<file path="config.mk">
export PLATFORM = sky130hd
export DESIGN_NAME = emci_ctrl
export DESIGN_NICKNAME = d
export VERILOG_FILES = /design/src/hw/emci_pkg.sv /design/src/hw/emci_tmr_if.sv /design/src/hw/emci_ctrl.sv /design/src/hw/emci_timer.sv
export SDC_FILE = /design/constraint.sdc
export NUM_CORES = 1
export LEC_CHECK = 0
export BUFFER_PORTS_ARGS = -buffer_cell sky130_fd_sc_hd__buf_4
export CAP_MARGIN = 15
export CELL_PAD_IN_SITES_DETAIL_PLACEMENT = 1
export CELL_PAD_IN_SITES_GLOBAL_PLACEMENT = 1
export CORE_MARGIN = 5
export CORE_UTILIZATION = 45
export DETAILED_ROUTE_END_ITERATION = 7
export GPL_TIMING_DRIVEN = 1
export PLACE_DENSITY_LB_ADDON = 0.1
export REMOVE_ABC_BUFFERS = 1
export SYNTH_ARGS = -nofsm -noshare
export SYNTH_HDL_FRONTEND = slang
export SYNTH_SLANG_ARGS = --single-unit
</file>
<file path="constraint.sdc">
create_clock -name core_clk -period 8.3 [get_ports core_clk]
set_clock_uncertainty 0.2 [all_clocks]
set_input_delay 2.075 -clock core_clk [delete_from_list [all_inputs] [get_ports core_clk]]
set_output_delay 2.075 -clock core_clk [all_outputs]
set_load 0.005 [all_outputs]
</file>
<file path="src/hw/emci_pkg.sv">
/*
  Constants, timing counts and enumerations for the memory programmer controller.
  Assumes a 100 MHz core clock; all waits below are derived from that period.
*/
package emci_pkg;

  localparam int CLK_NS     = 10;
  localparam int ADDR_W     = 15;
  localparam int DATA_W     = 8;
  localparam int TMR_W      = 16;
  localparam int SYNC_LAT   = 2;

  // Device and programming times in ns
  localparam int T_ACC_NS   = 120;
  localparam int T_OE_NS    = 55;
  localparam int T_DF_NS    = 30;
  localparam int T_VCS_NS   = 2000;
  localparam int T_VPS_NS   = 2000;
  localparam int T_SET_NS   = 2000;
  localparam int T_HOLD_NS  = 2000;
  localparam int T_PW_NS    = 100000;
  localparam int T_VOE_NS   = 150;
  localparam int T_DFP_NS   = 130;

  // Cycle counts, rounded up except PW_CYC, which is rounded down
  localparam int ACC_CYC    = (T_ACC_NS + CLK_NS - 1) / CLK_NS;
  localparam int OE_CYC     = (T_OE_NS + CLK_NS - 1) / CLK_NS + SYNC_LAT;
  localparam int DF_CYC     = (T_DF_NS + CLK_NS - 1) / CLK_NS;
  localparam int SUP_CYC    = (T_VCS_NS + T_VPS_NS + CLK_NS - 1) / CLK_NS;
  localparam int SET_CYC    = (T_SET_NS + CLK_NS - 1) / CLK_NS;
  localparam int HOLD_CYC   = (T_HOLD_NS + CLK_NS - 1) / CLK_NS;
  localparam int PW_CYC     = T_PW_NS / CLK_NS;
  localparam int VOE_CYC    = (T_VOE_NS + CLK_NS - 1) / CLK_NS + SYNC_LAT;
  localparam int DFP_CYC    = (T_DFP_NS + CLK_NS - 1) / CLK_NS;
  localparam int DOWN_CYC   = (T_VCS_NS + CLK_NS - 1) / CLK_NS;
  localparam int MAX_TRIES  = 25;

  localparam logic [ADDR_W-1:0] ID_MAKER_ADDR = 15'h0000;
  localparam logic [ADDR_W-1:0] ID_PART_ADDR  = 15'h0001;

  typedef enum logic [1:0] {
    OP_READ  = 2'h0,
    OP_PROG  = 2'h1,
    OP_IDENT = 2'h2
  } emci_op_t;

  typedef enum logic [3:0] {
    S_IDLE     = 4'h0,
    S_RD_ADDR  = 4'h1,
    S_RD_OE    = 4'h3,
    S_RD_END   = 4'h2,
    S_PG_SUP   = 4'h6,
    S_PG_SET   = 4'h7,
    S_PG_PULSE = 4'h5,
    S_PG_HOLD  = 4'h4,
    S_PG_VER   = 4'hC,
    S_PG_CHK   = 4'hD,
    S_PG_DOWN  = 4'hF
  } emci_state_t;

endpackage

</file>
<file path="src/hw/emci_tmr_if.sv">
/*
  Wait timer carrier between the controller and its timer.
  Assumes both ends run on the same core clock.
*/
`timescale 1ns/1ps
`default_nettype none
interface emci_tmr_if;
  import emci_pkg::*;
  logic             start;
  logic [TMR_W-1:0] load;
  logic             done;
  modport ctl (output start, output load, input done);
  modport tmr (input start, input load, output done);
endinterface
`default_nettype wire

</file>
<file path="src/hw/emci_ctrl.sv">
/*
  Programmer controller: reads, identifies and programs a byte-wide
  one-time-write memory through its pins.
  Assumes board switches turn supply enables into the real voltage levels
  and the data pins form a shared wire resolved outside.
*/
`timescale 1ns/1ps
`default_nettype none
module emci_ctrl
  import emci_pkg::*;
#(
  parameter int                PULSE_CYC  = PW_CYC,
  parameter int                TRIES_MAX  = MAX_TRIES,
  // Identification values are arbitrary
  parameter logic [DATA_W-1:0] MAKER_CODE = 8'h5A,
  parameter logic [DATA_W-1:0] PART_CODE  = 8'h3C,
  parameter logic [DATA_W-1:0] PART_ALT   = 8'h3B
)(
  input  wire logic              core_clk,
  input  wire logic              rst_n,
  input  wire logic              cmd_valid,
  output logic                   cmd_ready,
  input  wire emci_op_t          cmd_op,
  input  wire logic [ADDR_W-1:0] cmd_addr,
  input  wire logic [DATA_W-1:0] cmd_data,
  output logic                   rsp_valid,
  output logic                   rsp_fail,
  output logic [DATA_W-1:0]      rsp_data,
  output logic                   id_ok,
  output logic [ADDR_W-1:0]      mem_addr,
  output logic [DATA_W-1:0]      mem_dq_out,
  input  wire logic [DATA_W-1:0] mem_dq_in,
  output logic                   mem_dq_oe_n,
  output logic                   mem_ce_n,
  output logic                   mem_oe_n,
  output logic                   prog_supply_en,
  output logic                   program_core_supply_en,
  output logic                   identifier_hv_pin_en
);
  ////////////////////////////////////////////////////////////////////////////////
  // Parameter checks
  if (PULSE_CYC < 1 || PULSE_CYC > 65535) begin : g_bad_pulse
    $error("PULSE_CYC out of range");
  end
  if (TRIES_MAX < 1 || TRIES_MAX > 31) begin : g_bad_tries
    $error("TRIES_MAX out of range");
  end

  ////////////////////////////////////////////////////////////////////////////////
  // State
  typedef struct packed {
    emci_state_t       state;
    emci_op_t          op;
    logic [ADDR_W-1:0] addr;
    logic [DATA_W-1:0] wdata;
    logic [DATA_W-1:0] rdata;
    logic [DATA_W-1:0] dq_s1;
    logic [DATA_W-1:0] dq_s2;
    logic [4:0]        tries;
    logic              id_phase;
    logic              maker_ok;
    logic              id_ok;
    logic              ce_n;
    logic              oe_n;
    logic              dq_oe_n;
    logic              vpp;
    logic              marg;
    logic              idhv;
    logic              rsp_valid;
    logic              rsp_fail;
  } emci_ctl_st_t;

  localparam emci_ctl_st_t RST_VAL = '{
    state: S_IDLE, op: OP_READ, addr: '0, wdata: '0, rdata: '0, dq_s1: '0,
    dq_s2: '0, tries: '0, id_phase: 1'b0, maker_ok: 1'b0, id_ok: 1'b0,
    ce_n: 1'b1, oe_n: 1'b1, dq_oe_n: 1'b1, vpp: 1'b0, marg: 1'b0,
    idhv: 1'b0, rsp_valid: 1'b0, rsp_fail: 1'b0};

  emci_ctl_st_t cur_reg;
  emci_ctl_st_t cur_next;
  emci_tmr_if   tmr ();

  emci_timer u_timer (
    .core_clk (core_clk),
    .rst_n    (rst_n),
    .t        (tmr)
  );

  function automatic logic [TMR_W-1:0] wait_of(emci_state_t s);
    int c;
    c = 1;
    unique case (s)
      S_RD_ADDR:  c = ACC_CYC;
      S_RD_OE:    c = OE_CYC;
      S_RD_END:   c = DF_CYC;
      S_PG_SUP:   c = SUP_CYC;
      S_PG_SET:   c = SET_CYC;
      S_PG_PULSE: c = PULSE_CYC;
      S_PG_HOLD:  c = HOLD_CYC;
      S_PG_VER:   c = VOE_CYC;
      S_PG_CHK:   c = DFP_CYC;
      S_PG_DOWN:  c = DOWN_CYC;
      S_IDLE:     c = 1;
    endcase
    return TMR_W'(c - 1);
  endfunction

  assign tmr.start = (cur_next.state != cur_reg.state);
  assign tmr.load  = wait_of(cur_next.state);

  ////////////////////////////////////////////////////////////////////////////////
  // Next state
  always_comb begin
    cur_next = cur_reg;
    cur_next.dq_s1 = mem_dq_in;
    cur_next.dq_s2 = cur_reg.dq_s1;
    cur_next.rsp_valid = 1'b0;
    unique case (cur_reg.state)
      S_IDLE: begin
        if (cmd_valid) begin
          cur_next.addr     = cmd_addr;
          cur_next.wdata    = cmd_data;
          cur_next.op       = cmd_op;
          cur_next.tries    = '0;
          cur_next.id_phase = 1'b0;
          cur_next.rsp_fail = 1'b0;
          unique case (cmd_op)
            OP_READ: begin
              cur_next.ce_n  = 1'b0;
              cur_next.state = S_RD_ADDR;
            end
            OP_IDENT: begin
              cur_next.addr  = ID_MAKER_ADDR;
              cur_next.idhv  = 1'b1;
              cur_next.ce_n  = 1'b0;
              cur_next.state = S_RD_ADDR;
            end
            OP_PROG: begin
              if (!cur_reg.id_ok) begin
                cur_next.rsp_valid = 1'b1;
                cur_next.rsp_fail  = 1'b1;
              end else begin
                cur_next.marg  = 1'b1;
                cur_next.vpp   = 1'b1;
                cur_next.state = S_PG_SUP;
              end
            end
            default: begin
              cur_next.rsp_valid = 1'b1;
              cur_next.rsp_fail  = 1'b1;
            end
          endcase
        end
      end
      S_RD_ADDR: begin
        if (tmr.done) begin
          cur_next.oe_n  = 1'b0;
          cur_next.state = S_RD_OE;
        end
      end
      S_RD_OE: begin
        if (tmr.done) begin
          cur_next.rdata = cur_reg.dq_s2;
          cur_next.ce_n  = 1'b1;
          cur_next.oe_n  = 1'b1;
          cur_next.state = S_RD_END;
        end
      end
      S_RD_END: begin
        if (tmr.done) begin
          if (cur_reg.op == OP_IDENT && !cur_reg.id_phase) begin
            cur_next.maker_ok = (cur_reg.rdata == MAKER_CODE);
            cur_next.id_phase = 1'b1;
            cur_next.addr     = ID_PART_ADDR;
            cur_next.ce_n     = 1'b0;
            cur_next.state    = S_RD_ADDR;
          end else begin
            if (cur_reg.op == OP_IDENT) begin
              cur_next.id_ok    = cur_reg.maker_ok &&
                                  (cur_reg.rdata == PART_CODE ||
                                   cur_reg.rdata == PART_ALT);
              cur_next.rsp_fail = !cur_next.id_ok;
              cur_next.idhv     = 1'b0;
            end
            cur_next.rsp_valid = 1'b1;
            cur_next.state     = S_IDLE;
          end
        end
      end
      S_PG_SUP: begin
        if (tmr.done) begin
          cur_next.dq_oe_n = 1'b0;
          cur_next.state   = S_PG_SET;
        end
      end
      S_PG_SET: begin
        if (tmr.done) begin
          cur_next.ce_n  = 1'b0;
          cur_next.state = S_PG_PULSE;
        end
      end
      S_PG_PULSE: begin
        if (tmr.done) begin
          cur_next.ce_n  = 1'b1;
          cur_next.tries = cur_reg.tries + 5'h01;
          cur_next.state = S_PG_HOLD;
        end
      end
      S_PG_HOLD: begin
        if (tmr.done) begin
          cur_next.dq_oe_n = 1'b1;
          cur_next.oe_n    = 1'b0;
          cur_next.state   = S_PG_VER;
        end
      end
      S_PG_VER: begin
        if (tmr.done) begin
          cur_next.rdata = cur_reg.dq_s2;
          cur_next.oe_n  = 1'b1;
          cur_next.state = S_PG_CHK;
        end
      end
      S_PG_CHK: begin
        if (tmr.done) begin
          if (cur_reg.rdata == cur_reg.wdata) begin
            cur_next.vpp   = 1'b0;
            cur_next.state = S_PG_DOWN;
          end else if (cur_reg.tries == 5'(TRIES_MAX)) begin
            cur_next.rsp_fail = 1'b1;
            cur_next.vpp      = 1'b0;
            cur_next.state    = S_PG_DOWN;
          end else begin
            cur_next.dq_oe_n = 1'b0;
            cur_next.state   = S_PG_SET;
          end
        end
      end
      S_PG_DOWN: begin
        if (tmr.done) begin
          cur_next.marg      = 1'b0;
          cur_next.rsp_valid = 1'b1;
          cur_next.state     = S_IDLE;
        end
      end
      default: begin
        cur_next = RST_VAL;
      end
    endcase
  end

  always_ff @(posedge core_clk) begin
    if (!rst_n) begin
      cur_reg <= RST_VAL;
    end else begin
      cur_reg <= cur_next;
    end
  end

  ////////////////////////////////////////////////////////////////////////////////
  // Outputs
  assign cmd_ready              = (cur_reg.state == S_IDLE);
  assign rsp_valid              = cur_reg.rsp_valid;
  assign rsp_fail               = cur_reg.rsp_fail;
  assign rsp_data               = cur_reg.rdata;
  assign id_ok                  = cur_reg.id_ok;
  assign mem_addr               = cur_reg.addr;
  assign mem_dq_out             = cur_reg.wdata;
  assign mem_dq_oe_n            = cur_reg.dq_oe_n;
  assign mem_ce_n               = cur_reg.ce_n;
  assign mem_oe_n               = cur_reg.oe_n;
  assign prog_supply_en         = cur_reg.vpp;
  assign program_core_supply_en = cur_reg.marg;
  assign identifier_hv_pin_en   = cur_reg.idhv;

  ////////////////////////////////////////////////////////////////////////////////
  // Checks
  logic [TMR_W-1:0] pw_cnt_reg;
  always_ff @(posedge core_clk) begin
    if (!rst_n) begin
      pw_cnt_reg <= '0;
    end else if (!mem_ce_n && prog_supply_en) begin
      pw_cnt_reg <= pw_cnt_reg + 16'h0001;
    end else begin
      pw_cnt_reg <= '0;
    end
  end
endmodule
`default_nettype wire

</file>
<file path="src/hw/emci_timer.sv">
/*
  Down counter for controller waits.
  Assumes start is a one-cycle pulse from logic on the same clock.
*/
`timescale 1ns/1ps
`default_nettype none
module emci_timer
  import emci_pkg::*;
(
  input  wire logic  core_clk,
  input  wire logic  rst_n,
  emci_tmr_if.tmr    t
);
  typedef struct packed {
    logic [TMR_W-1:0] cnt;
  } emci_tmr_st_t;

  emci_tmr_st_t cur_reg;
  emci_tmr_st_t cur_next;

  always_comb begin
    cur_next = cur_reg;
    if (t.start) begin
      cur_next.cnt = t.load;
    end else if (cur_reg.cnt != '0) begin
      cur_next.cnt = cur_reg.cnt - 16'h0001;
    end
  end

  always_ff @(posedge core_clk) begin
    if (!rst_n) begin
      cur_reg <= '0;
    end else begin
      cur_reg <= cur_next;
    end
  end

  assign t.done = (cur_reg.cnt == '0);
endmodule
`default_nettype wire

</file>
# Word-level counts from Yosys, hierarchy flattened
# Index checks and enable logic that the tools add are counted.
# totals
register_bits,85
input_bits,36
out_inout_bits,41
wordCells,197
# op_classes
n_addsub,3
eq_ne,52
n_mux,71
n_bitwise,11
n_reduce_logical,40
# op_table
cell,n
16-bit one-hot mux with 9 select lines,1
4-bit two-way mux,14
15-bit two-way mux,3
15-bit one-hot mux with 3 select lines,1
9-bit OR reduction,5
4-bit one-hot mux with 11 select lines,1
2-bit inequality test (second input constant),18
4-bit by 3-bit == test with 1-bit output (second input constant),8
16-bit two-way mux,2
8-bit one-hot mux with 2 select lines,2
29-bit two-way mux,1
4-bit == test (second input constant),6
10-bit OR reduction,2
1-bit two-way mux,19
6-bit AND reduction,3
4-bit by 2-bit == test with 1-bit output (second input constant),4
8-bit by 6-bit == test with 1-bit output (second input constant),2
16-bit logical NOT,1
8-bit AND reduction,2
16-bit nonzero test,1
8-bit OR reduction,2
16-bit by 1-bit subtractor with 16-bit output (second input constant),1
16-bit by 2-bit subtractor with 16-bit output (second input constant),1
1-bit one-hot mux with 3 select lines,5
37 further kinds,72

# Logic depth before layout (Yosys ltp)
# depth
ltp_word,10
mapped_depth,13
depth_no_buf,12

# Modules after synthesis
# From an unflattened synthesis, not the netlist that was laid out.
# unflattened
hier_cells,556
area_unflattened_um2,4815.9
# modules_own_cells
module,n_inst,cells_per_inst,area_per_inst_um2,seq_area_each_um2
emci_ctrl,1,444,3902.5,1381.3
emci_timer,1,112,913.4,320.3

# Least setup slack after synthesis
# OpenSTA, ideal clock, no wires.
# synth_path
kind,input port to flip-flop
from,in cmd_valid
to,reg u_timer.cur_reg[2] (netlist name)
arrival_ps,3949
t_required_ps,8026
path_slack_ps,4076
stages,10
path_buffers,1
path_cell_list,nor2b_1 o21ai_0 a21oi_1 or3_1 clkbuf_1 nor2_1 nand2_1 ha_1 or3_1 a31oi_1
# synth_between
elab_chain_cells,7
# synth_lines
item,line_no,text
start: declaration,emci_ctrl.sv:21,"input wire logic cmd_valid,"
29-bit two-way mux *,emci_ctrl.sv:120,if (cmd_valid) begin
4-bit one-hot mux with 11 select lines *,emci_ctrl.sv:118,unique case (cur_reg.state)
4-bit == test / 4-bit by 3-bit == test with 1-bit output (equally long branches),emci_ctrl.sv:92,unique case (s)
3-bit OR reduction (no source line),n/a,
16-bit one-hot mux with 9 select lines,emci_ctrl.sv:92,
16-bit by 2-bit subtractor with 16-bit output,emci_ctrl.sv:105,return TMR_W'(c - 1);
16-bit two-way mux,emci_timer.sv:23,if (t.start) begin
end signal: assignment,emci_timer.sv:34,cur_reg <= cur_next;
end: declaration,emci_timer.sv:18,emci_tmr_st_t cur_reg;
# Every way passes the cells marked *; elsewhere a longest branch is shown, timed or not. The select of a mux whose other input is x is not followed.
# A chain may end at the register's enable or synchronous reset.

# Worst setup path in the final report
# Ends and elaborated chain as after synthesis.

==> flow_metrics.py <==
metrics = {
    "timing": {
        "rsz0062_at_grt": "no",
        "max_clock_freq_mhz": 240,
        "setup_viol": 0,
        "slew_headroom": 0.249,
        "worstMarginPinSlew_ps": 1120,
        "layout_setup_ws_ps": 4130,
        "period_minus_slack_ps": 4170,
        "fin_crit_sh": 0.503,
        "fin_setup_tns_ps": 0,
        "hold_violations": 0,
        "final_max_slew_viol_count": 0,
    },
    "hold_path": {
        "holdPathEnd": "rsp_data[1]",
        "hold_path_class": "flip-flop to flip-flop",
        "holdCritStartpoint": "cur_reg[17]",
        "holdPathStages": 2,
    },
    "clock_network": {
        "numCtsBuffers": 9,
        "postCtsSetupBuffers": 0,
        "htreeDepth": 3,
        "cts_buffer_depth": 2,
        "hold_buffers": 0,
        "cts_resized": 0,
        "clock-sinks": 85,
        "insertion_delay_ps": 370,
        "clkTransAtPathRegs_ps": 90,
        "cts_root_buf": "clkbuf_8",
        "cts_tree": "yes",
    },
    "synth": {
        "synth_edf_count": 0,
        "netlist.area_leader.share": 0.386,
        "synth_area_sq_um": 4410,
        "synth_cell_types": 67,
        "seq_area_frac_synth": 0.386,
        "ys_ff_latch": 85,
        "avgSynthCellArea_sq_um": 8.34,
        "ys.flop_type": "dfxtp_1",
        "yosysTopAreaCell": "dfxtp_1",
        "async_reset_ff_frac": 0,
        "syn_inst": 529,
        "yosys_warnings": 0,
        "synth_area_leaders": "dfxtp_1 39%, buf_4 5.3%, nor2_1 5.1%",
    },
    "setup_path": {
        "reg2reg_slack_ps": 4420,
        "r2r_start": "u_timer.cur_reg[0]",
        "crit_start": "cmd_valid",
        "path_class": "input pin to flip-flop",
        "ff2ff_path_depth": 11,
        "worst_setup_path_end_kind": "flip-flop",
        "regToRegEndpoint": "u_timer.cur_reg[2]",
        "critPathMaxFanout": 6,
        "arrival_ps": 4270,
        "cp-start-kind": "input pin",
        "crit_required_ps": 8390,
    },
    "global_routing": {
        "top_usage_layer": "met2",
        "met1_usage": 0.281,
        "gr-total-overflow": 0,
        "grt_max_degree": 45,
        "grtUsageTotal": 0.204,
        "use_met3": 0.0302,
        "met2_usage": 0.320,
        "grt_first_pass_wirelength_microns": 19100,
        "grt_pass1_vias": 3767,
        "antenna_found_initial": 0,
    },
    "floorplanning": {
        "dieArea_sq_um": 11900,
        "start_util": 0.456,
        "fp.coreArea_sq_um": 9680,
        "die_x_microns": 109,
        "row_count": 36,
        "die_h_microns": 109,
        "top_level_ports": 77,
    },
    "power": {
        "p_leak_nw": 2.07,
        "p_per_area_nw_per_um2": 270,
        "ir_drop_v": 0.000138,
    },
    "placement": {
        "dpl.hpwl_microns": 8590,
        "io_buffer_count": 76,
        "gp_congestion": 0.890,
        "pre_cts_ws_ps": 3780,
    },
    "cells_and_area": {
        "final_common_cell": "dfxtp_1",
        "syn2layout_area_growth_pct": 13.4,
        "final_nets": 595,
        "drive_gt1_frac": 0.200,
        "antenna_cells": 0,
        "layout_common_cells": "85 x dfxtp_1, 80 x buf_4, 60 x nor2_1, 36 x nand2_1, 33 x a21oi_1",
        "fill_cells": 1179,
        "largest_register_ffs": 29,
    },
    "route": {
        "vias": 3850,
        "drtPass1Iterations": 4,
        "ant_nets": 0,
        "wl_microns": 11800,
        "drcViolationCount": 0,
        "viasPerCell": 5.56,
        "routedWlPerCell_microns": 17.0,
        "first_iter_violations": 247,
    },
    "run": {
        "drv_cap": 0,
    },
    "outcome": {
        "status": "finished, final reports clean",
    },
}
==> how the worst max path moves through the flow <==
stage / to
global route: u_timer.cur_reg[4]
detailed placement: u_timer.cur_reg[2]
floorplan: u_timer.cur_reg[2]
finish: u_timer.cur_reg[2]
CTS: u_timer.cur_reg[2]
global placement: u_timer.cur_reg[2]
==> layer usage <==
| metal | vias up | wire length (microns) |
|---|---|---|
| li1 | 1902 | - |
| met1 | 1864 | 5560 |
| met2 | 73 | 5470 |
| met3 | 11 | 556 |
| met4 | 0 | 187 |
| met5 | - | 0 |
==> metrics by stage <==
step | utilization | total power [mW] | cells | hold WS, ps | area [sq um]
2_1_floorplan | - | 0.899 | 464 | 233 | 4040
3_3_place_gp | 0.496 | 1.04 | 677 | 241 | 4800
3_5_place_dp | 0.496 | 1.05 | 677 | 247 | 4800
4_1_cts | 0.516 | 1.36 | 693 | 261 | 5000
5_1_grt | 0.516 | 1.44 | 693 | 279 | 5000
6_report | 0.516 | 1.35 | 693 | 255 | 5000
==> where the power goes <==
| part | switching [mW] | total [mW] | internal, mW | leakage (nW) |
|---|---|---|---|---|
| logic | 0.308 | 0.525 | 0.217 | 1.27 |
| clock network | 0.158 | 0.299 | 0.141 | 0.105 |
| registers | 0.0620 | 0.525 | 0.463 | 0.696 |
| total | 0.528 | 1.35 | 0.820 | 2.07 |
==> final cells by class <==
type / instances / area, sq um / area share
multi-input cells: 369 / 2300 / 0.459
flip-flops and latches: 85 / 1700 / 0.340
repair buffers: 80 / 601 / 0.120
well taps: 133 / 166 / 0.0333
clock buffers: 9 / 124 / 0.0248
clock inverters: 7 / 73.8 / 0.0148
inverters: 10 / 37.5 / 0.00751
==> cell usage after synthesis (3+ instances only) <==
cell type,n
a21oi_1,33
a31oi_1,3
nand4_1,3
nor2_1,60
nor3_1,12
mux2i_1,5
xor2_1,18
a21boi_1,3
nor4_1,6
o21a_1,10
o21ai_0,19
ha_1,4
nand2_1,36
nand2b_1,7
clkbuf_1,30
nand3_1,21
or4_1,4
nor2b_1,5
or3_1,7
xnor2_1,6
and3_1,20
dfxtp_1,85
a22oi_1,24
inv_1,9
a211oi_1,5
nand3b_1,4
buf_4,31
and2_1,3
o21ai_1,8
==> critical path: stages <==
cell and delay (ps):
buf_4 120, nor2b_1 150, o21ai_0 150, a21oi_1 130
or3_1 490, nor2_1 230, a31oi_1 70, ha_1 310
or3_1 390, a31oi_1 160
==> logic make-up (layout without fill, tap and decap cells) <==
logic type / after synthesis / count (layout) / share of synthesized area
muxes: 5 / 5 / 0.0113
DFF: 85 / 85 / 0.386
AOI/OAI and AO/OA: 135 / 135 / 0.208
and+or+nand+nor: 201 / 201 / 0.243
xor gates and xnor gates: 24 / 24 / 0.0476
adders and majority gates: 4 / 4 / 0.0113
buffers and inverters: 75 / 106 / 0.0936
Note: power is estimated with default switching activity, not from simulation.
